--- src/include/wam_regs.svh ---
`ifndef WAM_REGS_SVH
`define WAM_REGS_SVH

// Register indexes; byte address is four times the index
`define WAM_IDX_WAKE_CTRL   8'h32
`define WAM_IDX_AMP_CFG     8'h33
`define WAM_IDX_AMP_REF     8'h34
`define WAM_IDX_AMP_AVG     8'h35
`define WAM_IDX_AMP_RESULT  8'h36
`define WAM_IDX_IRQ_STATUS  8'h40
`define WAM_IDX_IRQ_MASK    8'h41

// Reset values
`define WAM_RST_WAKE_CTRL   8'h00
`define WAM_RST_AMP_CFG     8'h00
`define WAM_RST_AMP_REF     8'h00
`define WAM_RST_AMP_AVG     8'h00
`define WAM_RST_AMP_RESULT  8'h00
`define WAM_RST_IRQ_STATUS  4'h0
`define WAM_RST_IRQ_MASK    4'h0

// Interrupt status bit positions
`define WAM_IRQ_TIMER_BIT   0
`define WAM_IRQ_AMP_BIT     1
`define WAM_IRQ_PHASE_BIT   2
`define WAM_IRQ_CAP_BIT     3

// Timing: clock rate and the two base periods
`define WAM_CLK_KHZ         100000
`define WAM_FAST_BASE_MS    10
`define WAM_SLOW_BASE_MS    100
`define WAM_FAST_CYCLES     (`WAM_FAST_BASE_MS * `WAM_CLK_KHZ)
`define WAM_SLOW_RATIO      (`WAM_SLOW_BASE_MS / `WAM_FAST_BASE_MS)

`endif

--- src/include/wam_pkg.sv ---
`default_nettype none
package wam_pkg;

    // Wake-up timer control fields, msb first
    typedef struct packed {
        logic       range_fast;
        logic [2:0] timeout_code;
        logic       irq_every_timeout;
        logic       amp_on_timeout;
        logic       phase_on_timeout;
        logic       cap_on_timeout;
    } wam_ctrl_t;

    // Amplitude measurement configuration fields, msb first
    typedef struct packed {
        logic [3:0] amplitude_delta_threshold;
        logic       include_trigger_in_average;
        logic [1:0] average_weight_code;
        logic       reference_source_select;
    } wam_amp_cfg_t;

    // Result handed back by the amplitude converter
    typedef struct packed {
        logic       done;
        logic [7:0] value;
    } wam_meas_t;

    // Amplitude sequencer, one-hot
    typedef enum logic [2:0] {
        WAM_AMP_IDLE = 3'b001,
        WAM_AMP_WAIT = 3'b010,
        WAM_AMP_EVAL = 3'b100
    } wam_amp_state_t;

endpackage : wam_pkg
`default_nettype wire

--- src/wam_top.sv ---
// The Wishbone register port was chosen for this implementation.
`timescale 1ns/1ns
`default_nettype none
`include "wam_regs.svh"

module wam_top #(
    parameter int unsigned BASE_CYCLES = `WAM_FAST_CYCLES
) (
    input  wire logic                clk,
    input  wire logic                rst_n,
    // Wishbone classic slave
    input  wire logic                wb_cyc_i,
    input  wire logic                wb_stb_i,
    input  wire logic                wb_we_i,
    input  wire logic [9:0]          wb_adr_i,
    input  wire logic [3:0]          wb_sel_i,
    input  wire logic [31:0]         wb_dat_i,
    output logic      [31:0]         wb_dat_o,
    output logic                     wb_ack_o,
    // Amplitude converter
    output logic                     amp_meas_start,
    input  wire wam_pkg::wam_meas_t  amp_meas,
    // Phase and capacitance units
    output logic                     phase_meas_start,
    input  wire logic                phase_change_evt,
    output logic                     cap_meas_start,
    input  wire logic                cap_change_evt,
    // Interrupt
    output logic                     irq
);
    import wam_pkg::*;

    localparam int PRE_W = (BASE_CYCLES > 1) ? $clog2(BASE_CYCLES) : 1;
    localparam logic [PRE_W-1:0] PRE_LAST = PRE_W'(BASE_CYCLES - 1);
    localparam logic [3:0] DEC_LAST = 4'(`WAM_SLOW_RATIO - 1);

    //************************************************************
    // Helper functions
    //************************************************************

    // Weight code to right-shift amount: 2, 3, 4, 5 (divide by 4, 8, 16, 32)
    function automatic logic [2:0] wam_weight_shift(
        input logic [1:0] code
    );
        wam_weight_shift = 3'(code) + 3'h2;
    endfunction : wam_weight_shift

    // Absolute difference of two bytes
    function automatic logic [7:0] wam_abs_diff(
        input logic [7:0] a,
        input logic [7:0] b
    );
        wam_abs_diff = (a >= b) ? (a - b) : (b - a);
    endfunction : wam_abs_diff

    // Write strobe for one register index
    function automatic logic wam_wr_hit(
        input logic       wr,
        input logic [7:0] idx,
        input logic [7:0] target
    );
        wam_wr_hit = wr && (idx == target);
    endfunction : wam_wr_hit

    //************************************************************
    // Registers and bus decode
    //************************************************************

    wam_ctrl_t        ctrl;
    wam_amp_cfg_t     amp_cfg;
    logic [7:0]       fixed_reference_value;
    logic [7:0]       amp_average;
    logic [7:0]       latest_result_value;
    logic [3:0]       irq_status;
    logic [3:0]       irq_mask;
    logic [3:0]       next_irq_status;
    logic [3:0]       irq_set;
    logic [7:0]       bus_idx;
    logic             bus_req;
    logic             bus_wr;
    logic             ctrl_wr;
    logic [7:0]       rd_byte;

    assign bus_idx = wb_adr_i[9:2];
    assign bus_req = wb_cyc_i && wb_stb_i && !wb_ack_o;
    // Only lane 0 carries data; writes without it change nothing
    assign bus_wr  = bus_req && wb_we_i && wb_sel_i[0];
    assign ctrl_wr = wam_wr_hit(bus_wr, bus_idx, `WAM_IDX_WAKE_CTRL);

    // Ack one cycle after the strobe, dropped the cycle after
    always_ff @(posedge clk or negedge rst_n) begin
        if (!rst_n) begin
            wb_ack_o <= 1'b0;
        end else begin
            wb_ack_o <= bus_req;
        end
    end

    // Read mux; unmapped indexes read as zero
    always_comb begin
        rd_byte = 8'h00;
        unique case (bus_idx)
            `WAM_IDX_WAKE_CTRL:  rd_byte = ctrl;
            `WAM_IDX_AMP_CFG:    rd_byte = amp_cfg;
            `WAM_IDX_AMP_REF:    rd_byte = fixed_reference_value;
            `WAM_IDX_AMP_AVG:    rd_byte = amp_average;
            `WAM_IDX_AMP_RESULT: rd_byte = latest_result_value;
            `WAM_IDX_IRQ_STATUS: rd_byte = {4'h0, irq_status};
            `WAM_IDX_IRQ_MASK:   rd_byte = {4'h0, irq_mask};
            default:             rd_byte = 8'h00;
        endcase
    end

    // Read data registered with the ack
    always_ff @(posedge clk or negedge rst_n) begin
        if (!rst_n) begin
            wb_dat_o <= 32'h0000_0000;
        end else if (bus_req) begin
            wb_dat_o <= {24'h00_0000, rd_byte};
        end
    end

    // Wake-up timer control; the same write restarts the timer
    always_ff @(posedge clk or negedge rst_n) begin
        if (!rst_n) begin
            ctrl <= `WAM_RST_WAKE_CTRL;
        end else if (ctrl_wr) begin
            ctrl <= wb_dat_i[7:0];
        end
    end

    // Amplitude configuration; takes effect at the next evaluation
    always_ff @(posedge clk or negedge rst_n) begin
        if (!rst_n) begin
            amp_cfg <= `WAM_RST_AMP_CFG;
        end else if (wam_wr_hit(bus_wr, bus_idx, `WAM_IDX_AMP_CFG)) begin
            amp_cfg <= wb_dat_i[7:0];
        end
    end

    // Fixed comparison value written by software
    always_ff @(posedge clk or negedge rst_n) begin
        if (!rst_n) begin
            fixed_reference_value <= `WAM_RST_AMP_REF;
        end else if (wam_wr_hit(bus_wr, bus_idx, `WAM_IDX_AMP_REF)) begin
            fixed_reference_value <= wb_dat_i[7:0];
        end
    end

    // Interrupt mask, same layout as the status bits
    always_ff @(posedge clk or negedge rst_n) begin
        if (!rst_n) begin
            irq_mask <= `WAM_RST_IRQ_MASK;
        end else if (wam_wr_hit(bus_wr, bus_idx, `WAM_IDX_IRQ_MASK)) begin
            irq_mask <= wb_dat_i[3:0];
        end
    end

    //************************************************************
    // Wake-up timer
    //************************************************************

    logic [PRE_W-1:0] prescale;
    logic [3:0]       decade;
    logic [2:0]       period_cnt;
    logic             timer_run;
    logic             fast_tick;
    logic             base_tick;
    logic             timeout;

    // Timer idles while no timeout action is enabled, saving power
    assign timer_run = ctrl.irq_every_timeout || ctrl.amp_on_timeout
                    || ctrl.phase_on_timeout || ctrl.cap_on_timeout;
    assign fast_tick = timer_run && (prescale == PRE_LAST);
    // Slow range waits ten fast ticks per base period
    assign base_tick = fast_tick
                    && (ctrl.range_fast || decade == DEC_LAST);
    assign timeout   = base_tick
                    && (period_cnt == ctrl.timeout_code);

    // Prescaler: one fast tick per 10 ms; a control write restarts it
    always_ff @(posedge clk or negedge rst_n) begin
        if (!rst_n) begin
            prescale <= '0;
        end else if (!timer_run || ctrl_wr || fast_tick) begin
            prescale <= '0;
        end else begin
            prescale <= prescale + 1'b1;
        end
    end

    // Decade divider for the 100 ms range
    always_ff @(posedge clk or negedge rst_n) begin
        if (!rst_n) begin
            decade <= 4'h0;
        end else if (!timer_run || ctrl_wr || base_tick) begin
            decade <= 4'h0;
        end else if (fast_tick) begin
            decade <= decade + 4'h1;
        end
    end

    // Base-period counter, wraps at the timeout code
    always_ff @(posedge clk or negedge rst_n) begin
        if (!rst_n) begin
            period_cnt <= 3'h0;
        end else if (!timer_run || ctrl_wr || timeout) begin
            period_cnt <= 3'h0;
        end else if (base_tick) begin
            period_cnt <= period_cnt + 3'h1;
        end
    end

    //************************************************************
    // Measurement starts
    //************************************************************

    wam_amp_state_t amp_state;
    wam_amp_state_t next_amp_state;

    // A timeout during a running amplitude run is dropped, not queued
    always_ff @(posedge clk or negedge rst_n) begin
        if (!rst_n) begin
            amp_meas_start <= 1'b0;
        end else begin
            amp_meas_start <= timeout && ctrl.amp_on_timeout
                           && (amp_state == WAM_AMP_IDLE);
        end
    end

    // Phase unit keeps its own busy state, so every enabled timeout starts it
    always_ff @(posedge clk or negedge rst_n) begin
        if (!rst_n) begin
            phase_meas_start <= 1'b0;
        end else begin
            phase_meas_start <= timeout
                             && ctrl.phase_on_timeout;
        end
    end

    // Capacitance start at every enabled timeout
    always_ff @(posedge clk or negedge rst_n) begin
        if (!rst_n) begin
            cap_meas_start <= 1'b0;
        end else begin
            cap_meas_start <= timeout
                           && ctrl.cap_on_timeout;
        end
    end

    //************************************************************
    // Amplitude sequencer and comparison
    //************************************************************

    logic [7:0]       amp_reference;
    logic [7:0]       amp_diff;
    logic             amp_exceed;
    logic             avg_take;
    logic signed [9:0] avg_delta;
    logic signed [9:0] avg_step;
    logic [7:0]       next_average;

    // Pick the comparison value
    assign amp_reference = amp_cfg.reference_source_select
                         ? amp_average
                         : fixed_reference_value;
    assign amp_diff   = wam_abs_diff(latest_result_value, amp_reference);
    assign amp_exceed = amp_diff
                      > {4'h0, amp_cfg.amplitude_delta_threshold};
    // Averaging skips an irq-causing result unless told otherwise
    assign avg_take   = !amp_exceed
                      || amp_cfg.include_trigger_in_average;

    // Step toward the new result by delta / weight (floored)
    always_comb begin
        avg_delta = $signed({2'b00, latest_result_value})
                  - $signed({2'b00, amp_average});
        avg_step  = avg_delta
                  >>> wam_weight_shift(amp_cfg.average_weight_code);
        next_average = amp_average + avg_step[7:0];
    end

    // Sequencer state register
    always_ff @(posedge clk or negedge rst_n) begin
        if (!rst_n) begin
            amp_state <= WAM_AMP_IDLE;
        end else begin
            amp_state <= next_amp_state;
        end
    end

    // Next state: start, wait for converter, evaluate once
    always_comb begin
        next_amp_state = amp_state;
        unique case (amp_state)
            WAM_AMP_IDLE: begin
                if (amp_meas_start) begin
                    next_amp_state = WAM_AMP_WAIT;
                end
            end
            WAM_AMP_WAIT: begin
                if (amp_meas.done) begin
                    next_amp_state = WAM_AMP_EVAL;
                end
            end
            WAM_AMP_EVAL: begin
                next_amp_state = WAM_AMP_IDLE;
            end
            default: next_amp_state = WAM_AMP_IDLE;
        endcase
    end

    // Latest result captured when the converter finishes
    always_ff @(posedge clk or negedge rst_n) begin
        if (!rst_n) begin
            latest_result_value <= `WAM_RST_AMP_RESULT;
        end else if (amp_state == WAM_AMP_WAIT && amp_meas.done) begin
            latest_result_value <= amp_meas.value;
        end
    end

    // Running average updated in the evaluate cycle
    always_ff @(posedge clk or negedge rst_n) begin
        if (!rst_n) begin
            amp_average <= `WAM_RST_AMP_AVG;
        end else if (amp_state == WAM_AMP_EVAL && avg_take) begin
            amp_average <= next_average;
        end
    end

    //************************************************************
    // Interrupts
    //************************************************************

    // Event sources for the sticky status bits
    always_comb begin
        irq_set = 4'h0;
        irq_set[`WAM_IRQ_TIMER_BIT] = timeout
                                    && ctrl.irq_every_timeout;
        irq_set[`WAM_IRQ_AMP_BIT]   = (amp_state == WAM_AMP_EVAL)
                                    && amp_exceed;
        irq_set[`WAM_IRQ_PHASE_BIT] = phase_change_evt;
        irq_set[`WAM_IRQ_CAP_BIT]   = cap_change_evt;
    end

    // Write-one-to-clear; a same-cycle event keeps its bit set
    always_comb begin
        next_irq_status = irq_status;
        if (wam_wr_hit(bus_wr, bus_idx, `WAM_IDX_IRQ_STATUS)) begin
            next_irq_status = irq_status & ~wb_dat_i[3:0];
        end
        next_irq_status = next_irq_status | irq_set;
    end

    always_ff @(posedge clk or negedge rst_n) begin
        if (!rst_n) begin
            irq_status <= `WAM_RST_IRQ_STATUS;
        end else begin
            irq_status <= next_irq_status;
        end
    end

    // Level interrupt while any unmasked bit stands
    assign irq = |(irq_status & irq_mask);

endmodule : wam_top

`default_nettype wire

--- config.mk ---
export PLATFORM = sky130hd
export DESIGN_NAME = wam_top
export DESIGN_NICKNAME = d
export VERILOG_FILES = /design/src/include/wam_pkg.sv /design/src/wam_top.sv
export VERILOG_INCLUDE_DIRS = /design/src /design/src/include
export SDC_FILE = /design/constraint.sdc
export NUM_CORES = 1
export LEC_CHECK = 0
export BUFFER_PORTS_ARGS = -buffer_cell sky130_fd_sc_hd__clkbuf_2
export CORE_ASPECT_RATIO = 1.1
export CORE_UTILIZATION = 50
export CTS_BUF_LIST = sky130_fd_sc_hd__clkbuf_4 sky130_fd_sc_hd__clkbuf_8
export CTS_CLUSTER_SIZE = 28
export DETAILED_ROUTE_END_ITERATION = 16
export PLACE_DENSITY_LB_ADDON = 0.15
export SLEW_MARGIN = 10
export SYNTH_ARGS = -nofsm -noshare
export SYNTH_HDL_FRONTEND = slang
export SYNTH_SLANG_ARGS = --single-unit
--- constraint.sdc ---
create_clock -name clk -period 5.8 [get_ports clk]
set_input_delay 1.74 -clock clk [delete_from_list [all_inputs] [get_ports clk]]
set_output_delay 1.74 -clock clk [all_outputs]
set_load 0.02 [all_outputs]
### Word-level counts from Yosys, hierarchy flattened

Index checks and enable logic that the tools add are counted.

* muxes and demuxes: 12
* shifts and indexed selects: 1
* bitwise logic cells: 4
* magnitude comparators: 2
* add/sub/neg operators: 8
* reductions and logical operators: 36
* eq/ne operators: 15

Operator list (count)
* $pmux W8 S7: 1
* $eq A8 B6 Y1 const B: 5
* $add A20 B1 Y20 const B: 1
* $eq A20 B20 Y1 const B: 1
* $logic_and A1 B1 Y1: 20
* $mux W20: 1
* $eq A8 B7 Y1 const B: 2
* $mux W8: 2
* $sub A8 B8 Y8: 2
* $mux W3: 4
* $mux W4: 3
* $logic_or A1 B1 Y1: 9
* $sshr A9 B3 Y8: 1
* $sub A8 B8 Y9: 1
* $add A8 B8 Y8: 1
* $and A4 B4 Y4: 2
* $ge A8 B8 Y1: 1
* $gt A8 B4 Y1: 1
* $pmux W3 S2: 1
* $add A4 B1 Y4 const B: 1
* $eq A4 B4 Y1 const B: 1
* $ne A2 B2 Y1 const B: 2
* $not A4 Y4: 1
* $or A4 B4 Y4: 1
* other kinds (10): 13

* register bits after elaboration: 90
* word-level logic and storage cells: 102
* output and inout bits: 37

### Depth between registers and ports, before layout

* depth after elaboration: 8
* gate-level depth with buffers: 20
* mapped depth without buffers: 19

### Worst setup path before layout

Ideal clock, no wire load.

* kind: register -> register
* start point: register amp_cfg[0] (netlist bit)
* end point: register amp_average[0]
* data arrival time: 4.050 ns
* path buffers: 2
* stages on the path, launching flop included: 19
* clock period less this slack: 4.175 ns
* slack: 1.625 ns
* library setup time: 0.125 ns
* cell sequence: dfrtp_1 clkbuf_1 mux2i_1 inv_1 ha_1 and4_1 a211oi_2 o21ai_4 mux2_2 ha_1 nor2b_1 o21a_1 o21a_1 o21ai_0 o21ai_1 and4b_1 o21a_1 buf_6 mux2_4

* cells in the longest elaborated chain, start to end: 7
* elaborated cells between the ends (all ways): 9

Ends and longest elaborated chain
* from (decl): RTL line wam_top.sv:70 `wam_amp_cfg_t amp_cfg;`
* from (signal assigned): RTL line wam_top.sv:135 `` amp_cfg <= `WAM_RST_AMP_CFG; ``
* from (signal assigned): RTL line wam_top.sv:137 `amp_cfg <= wb_dat_i[7:0];`
* $mux W8 (*): RTL line wam_top.sv:265 `? amp_average`
* $sub A8 B8 Y8 or $ge A8 B8 Y1 (tied branches): RTL line wam_top.sv:53 `wam_abs_diff = (a >= b) ? (a - b) : (b - a);`
* $mux W8 (*): RTL line wam_top.sv:53
* $gt A8 B4 Y1 (*): RTL line wam_top.sv:269 `> {4'h0, amp_cfg.amplitude_delta_threshold};`
* $logic_not A1 Y1 (*): RTL line wam_top.sv:271 `assign avg_take = !amp_exceed`
* $logic_or A1 B1 Y1 (*): RTL line wam_top.sv:272 `|| amp_cfg.include_trigger_in_average;`
* $logic_and A1 B1 Y1 (*): RTL line wam_top.sv:326 `end else if (amp_state == WAM_AMP_EVAL && avg_take) begin`
* to (signal assigned): RTL line wam_top.sv:325 `` amp_average <= `WAM_RST_AMP_AVG; ``
* to (signal assigned): RTL line wam_top.sv:327 `amp_average <= next_average;`
* to (decl): RTL line wam_top.sv:72 `logic [7:0] amp_average;`

Mark *: on every way between the ends. The rest lies on a longest branch, timed or not.
A chain may end at the register's enable or synchronous reset.

### Worst setup path after layout

Same ends and word-level chain as after synthesis.

==> results.ini <==
[run_status]
outcome = completed

[critical_path]
critPathMaxFanout = 10
path_class = reg2reg
crit_start = amp_cfg[0]
r2r_end = amp_average[0]
cp_cell_sequence = mux2i_1 > inv_1 > ha_1 > and4_1 > a211oi_2 > o21ai_4 > mux2_2 > ha_1 > nor2b_1 > o21a_1 > o21a_1 > o21ai_0 > o21ai_1 > and4b_1 > o21a_1 > mux2_4
rrSetupSlack_ns = 1.03
worst_setup_path_end_kind = flip-flop
crit_family = compound AO/OA/AOI/OAI gates
crit_path_top_delay_cell = dfrtp_1
crit-reg2reg-launch = amp_cfg[0]
cp.required_ns = 6.05
worst-path-buf-inv = 1
max_stage_delay_ns = 0.69
ff2ff_path_depth = 16
worstSetupStartpointType = flip-flop
path_common_cell = o21a_1
critPathArrivalTime_ns = 5.03

[logic_synthesis]
synth-edff-count = 0
synth.distinct_cells = 66
yosysSeqAreaShare_pct = 38.42
syn_area_um2 = 5866
async_reset_ff_share_pct = 100.0
ys_warn_count = 0
synth_seq_cells = 90
synth_cells = 596
ys.flop_type = dfrtp_1
syn_avg_cell_area_um2 = 9.842

[clock_network]
htree_num_levels = 3
cts_tree = yes
postCtsSetupRepairBufs = 0
root_buffer = clkbuf_8
cts.sinks = 90
worstSkewPairLatency_ns = 0.36
cts_buffers = 9
clk_pin_slew_worst_paths_ns = 0.09
clk_path_buf_depth = 2
cts_hold_buf = 0
post_cts_resized = 0

[finish]
final_cell_mix = dfrtp_1 (89), nand2_1 (50), clkbuf_2 (44)
multiInputGateArea_um2 = 3264
design_area_um2 = 6276
regArea_um2 = 2253
antennaDiodeCount = 0
final_common_cell = dfrtp_1
drive_above_1_share_pct = 15.46
final_nets = 734
area_growth_pct = 6.997
final_cells = 784
nFillCells = 1027

[place]
dpl_cell_area_um2 = 6095
portBuffers = 45
hpwl_um = 10110
post-place-ws_ns = 0.9828
gp_congestion = 0.8626
place_inst = 770

[routing]
drc = 0
vias = 4327
postRouteAntennaNets = 0
dr.pass1.iters = 6
drt-total-wl_um = 12970
viasPerCell = 5.519
first_iter_violations = 179
wl_per_cell_um = 16.54

[floorplan]
die_width_um = 105.3
coreArea_um2 = 11440
start_util_pct = 51.27
die_y_um = 115.6
rows = 41
die-area_um2 = 12170
io_pins = 99

[global_route]
grt_pass1_wl_um = 21350
first_global_vias = 4285
grt_overflow = 0
grt_max_degree = 51
antenna_found_initial = 0
track_usage_pct = 22.75

[sta]
finalClockSkew_ns = 0.01077
finalSetupViolations = 0
slew_viol_final = 0
finalCritPeriodShare_pct = 82.29
timing.hold.ws_ns = 0.4867
finalSetupTns_ns = 0
tightest_slew_ns = 0.9248
max_clock_freq_mhz = 209.5
fin_crit_ns = 4.773
hold_viol = 0
max-slew-margin-rel_pct = 37.78
timing.final.ws_setup_ns = 1.027
rsz0062_at_grt = no

[worst_hold_path]
whs_endpoint = prescale[0]
whs_path_depth = 1
min_from = prescale[0]
hp-class = reg2reg

[power_and_ir_drop]
peakVddDrop_mv = 0.1233
cellPowerDensity_nw_per_um2 = 207.9
power.leakage_nw = 3.023

[flow_run]
drv_cap = 0

==> power by group <==
| part | switching, mW | internal (mW) | leakage, nW |
|---|---|---|---|
| Clock | 0.212 | 0.204 | 0.0921 |
| Sequential | 0.0143 | 0.635 | 1.20 |
| Combinational | 0.142 | 0.0975 | 1.73 |
| Total | 0.368 | 0.936 | 3.02 |
==> cell families after synthesis <==
group                    count (synthesis)  share of synthesized area [%]
flip-flops                              90                          38.42
XOR/XNOR                                40                          5.973
other                                    1                        0.06393
buffers and inverters                   84                          7.402
AO/OA/AOI/OAI                          109                          13.03
AND/OR/NAND/NOR                        168                          14.23
adder cells (fa/ha/maj)                 41                          9.258
multiplexers                            63                          11.63
==> synthesized netlist by cell type (4+ instances only) <==
| cell | number | area share [%] |
|---|---|---|
| a211oi_1 | 4 | 0.51 |
| a21o_1 | 11 | 1.4 |
| a21oi_1 | 19 | 1.6 |
| a221o_1 | 4 | 0.68 |
| a222oi_1 | 4 | 0.68 |
| a22o_1 | 9 | 1.3 |
| and2_1 | 7 | 0.75 |
| and3_1 | 4 | 0.43 |
| and4b_1 | 4 | 0.68 |
| buf_2 | 5 | 0.43 |
| buf_4 | 24 | 3.1 |
| clkbuf_1 | 14 | 0.90 |
| dfrtp_1 | 89 | 38 |
| fa_1 | 4 | 1.4 |
| ha_1 | 37 | 7.9 |
| inv_1 | 36 | 2.3 |
| mux2_2 | 26 | 5.0 |
| mux2i_1 | 34 | 5.8 |
| nand2_1 | 50 | 3.2 |
| nand2b_1 | 4 | 0.43 |
| nand3_1 | 18 | 1.5 |
| nand3b_1 | 4 | 0.51 |
| nand4_1 | 4 | 0.43 |
| nor2_1 | 42 | 2.7 |
| nor2b_1 | 6 | 0.64 |
| nor3_1 | 7 | 0.60 |
| nor4_1 | 5 | 0.53 |
| o21a_1 | 5 | 0.64 |
| o21ai_0 | 26 | 2.2 |
| o22a_1 | 4 | 0.60 |
| xnor2_1 | 20 | 3.0 |
| xor2_1 | 20 | 3.0 |
==> through the flow <==
stage / power [mW] / utilization (%)
2_1_floorplan: 0.8469 / -
3_3_place_gp: 0.8961 / 53.28
3_5_place_dp: 0.9015 / 53.28
4_1_cts: 1.318 / 54.86
5_1_grt: 1.368 / 54.86
6_report: 1.305 / 54.86
==> registers in the layout, indices dropped and copies added, names as in the netlist <==
register               cells
amp_state                  3
period_cnt                 3
amp_meas_start             1
latest_result_value        8
irq_mask                   4
cap_meas_start             1
wb_ack_o                   1
decade                     4
amp_average                8
ctrl                       8
irq_status                 4
phase_meas_start           1
fixed_reference_value      8
amp_cfg                    8
prescale                  20
wb_dat_o                   8
==> worst register-to-register path, delay by kind of cell, from the launching register on <==
| family | cells | cell delay [ns] |
|---|---|---|
| simple gates | 3 | 0.68 |
| fa+ha+maj | 2 | 0.61 |
| buf+inv | 1 | 0.15 |
| compound gates | 7 | 1.34 |
| mux | 3 | 1.19 |
| flops | 1 | 0.69 |
==> worst max-delay path by stage <==
stage	end	slack, ns	cells past startpoint
floorplan	amp_average[0]	1.62	18
global placement	amp_average[0]	1.01	16
detailed placement	amp_average[0]	0.98	16
CTS	amp_average[0]	0.96	16
global route	amp_average[0]	0.75	16
finish	amp_average[0]	1.03	16
==> per-layer routing <==
layer	routed length [µm]	track usage [%]	vias to the layer above	part of all wire, %
li1	-	-	2118	-
met1	5866	29.18	2094	45
met2	6296	38.77	98	49
met3	553	3.712	17	4.3
met4	252	8.920	0	1.9
met5	0	0	-	0
==> final cells by class <==
type,instances,share of cell area [%]
timing repair buffer,48,3.987
clock buffer,11,2.213
multi-input combinational,445,52.01
inverter,37,2.213
tap,150,2.990
sequential,90,35.91
clock inverter,3,0.6778
Note: power is estimated with default switching activity, not from simulation.
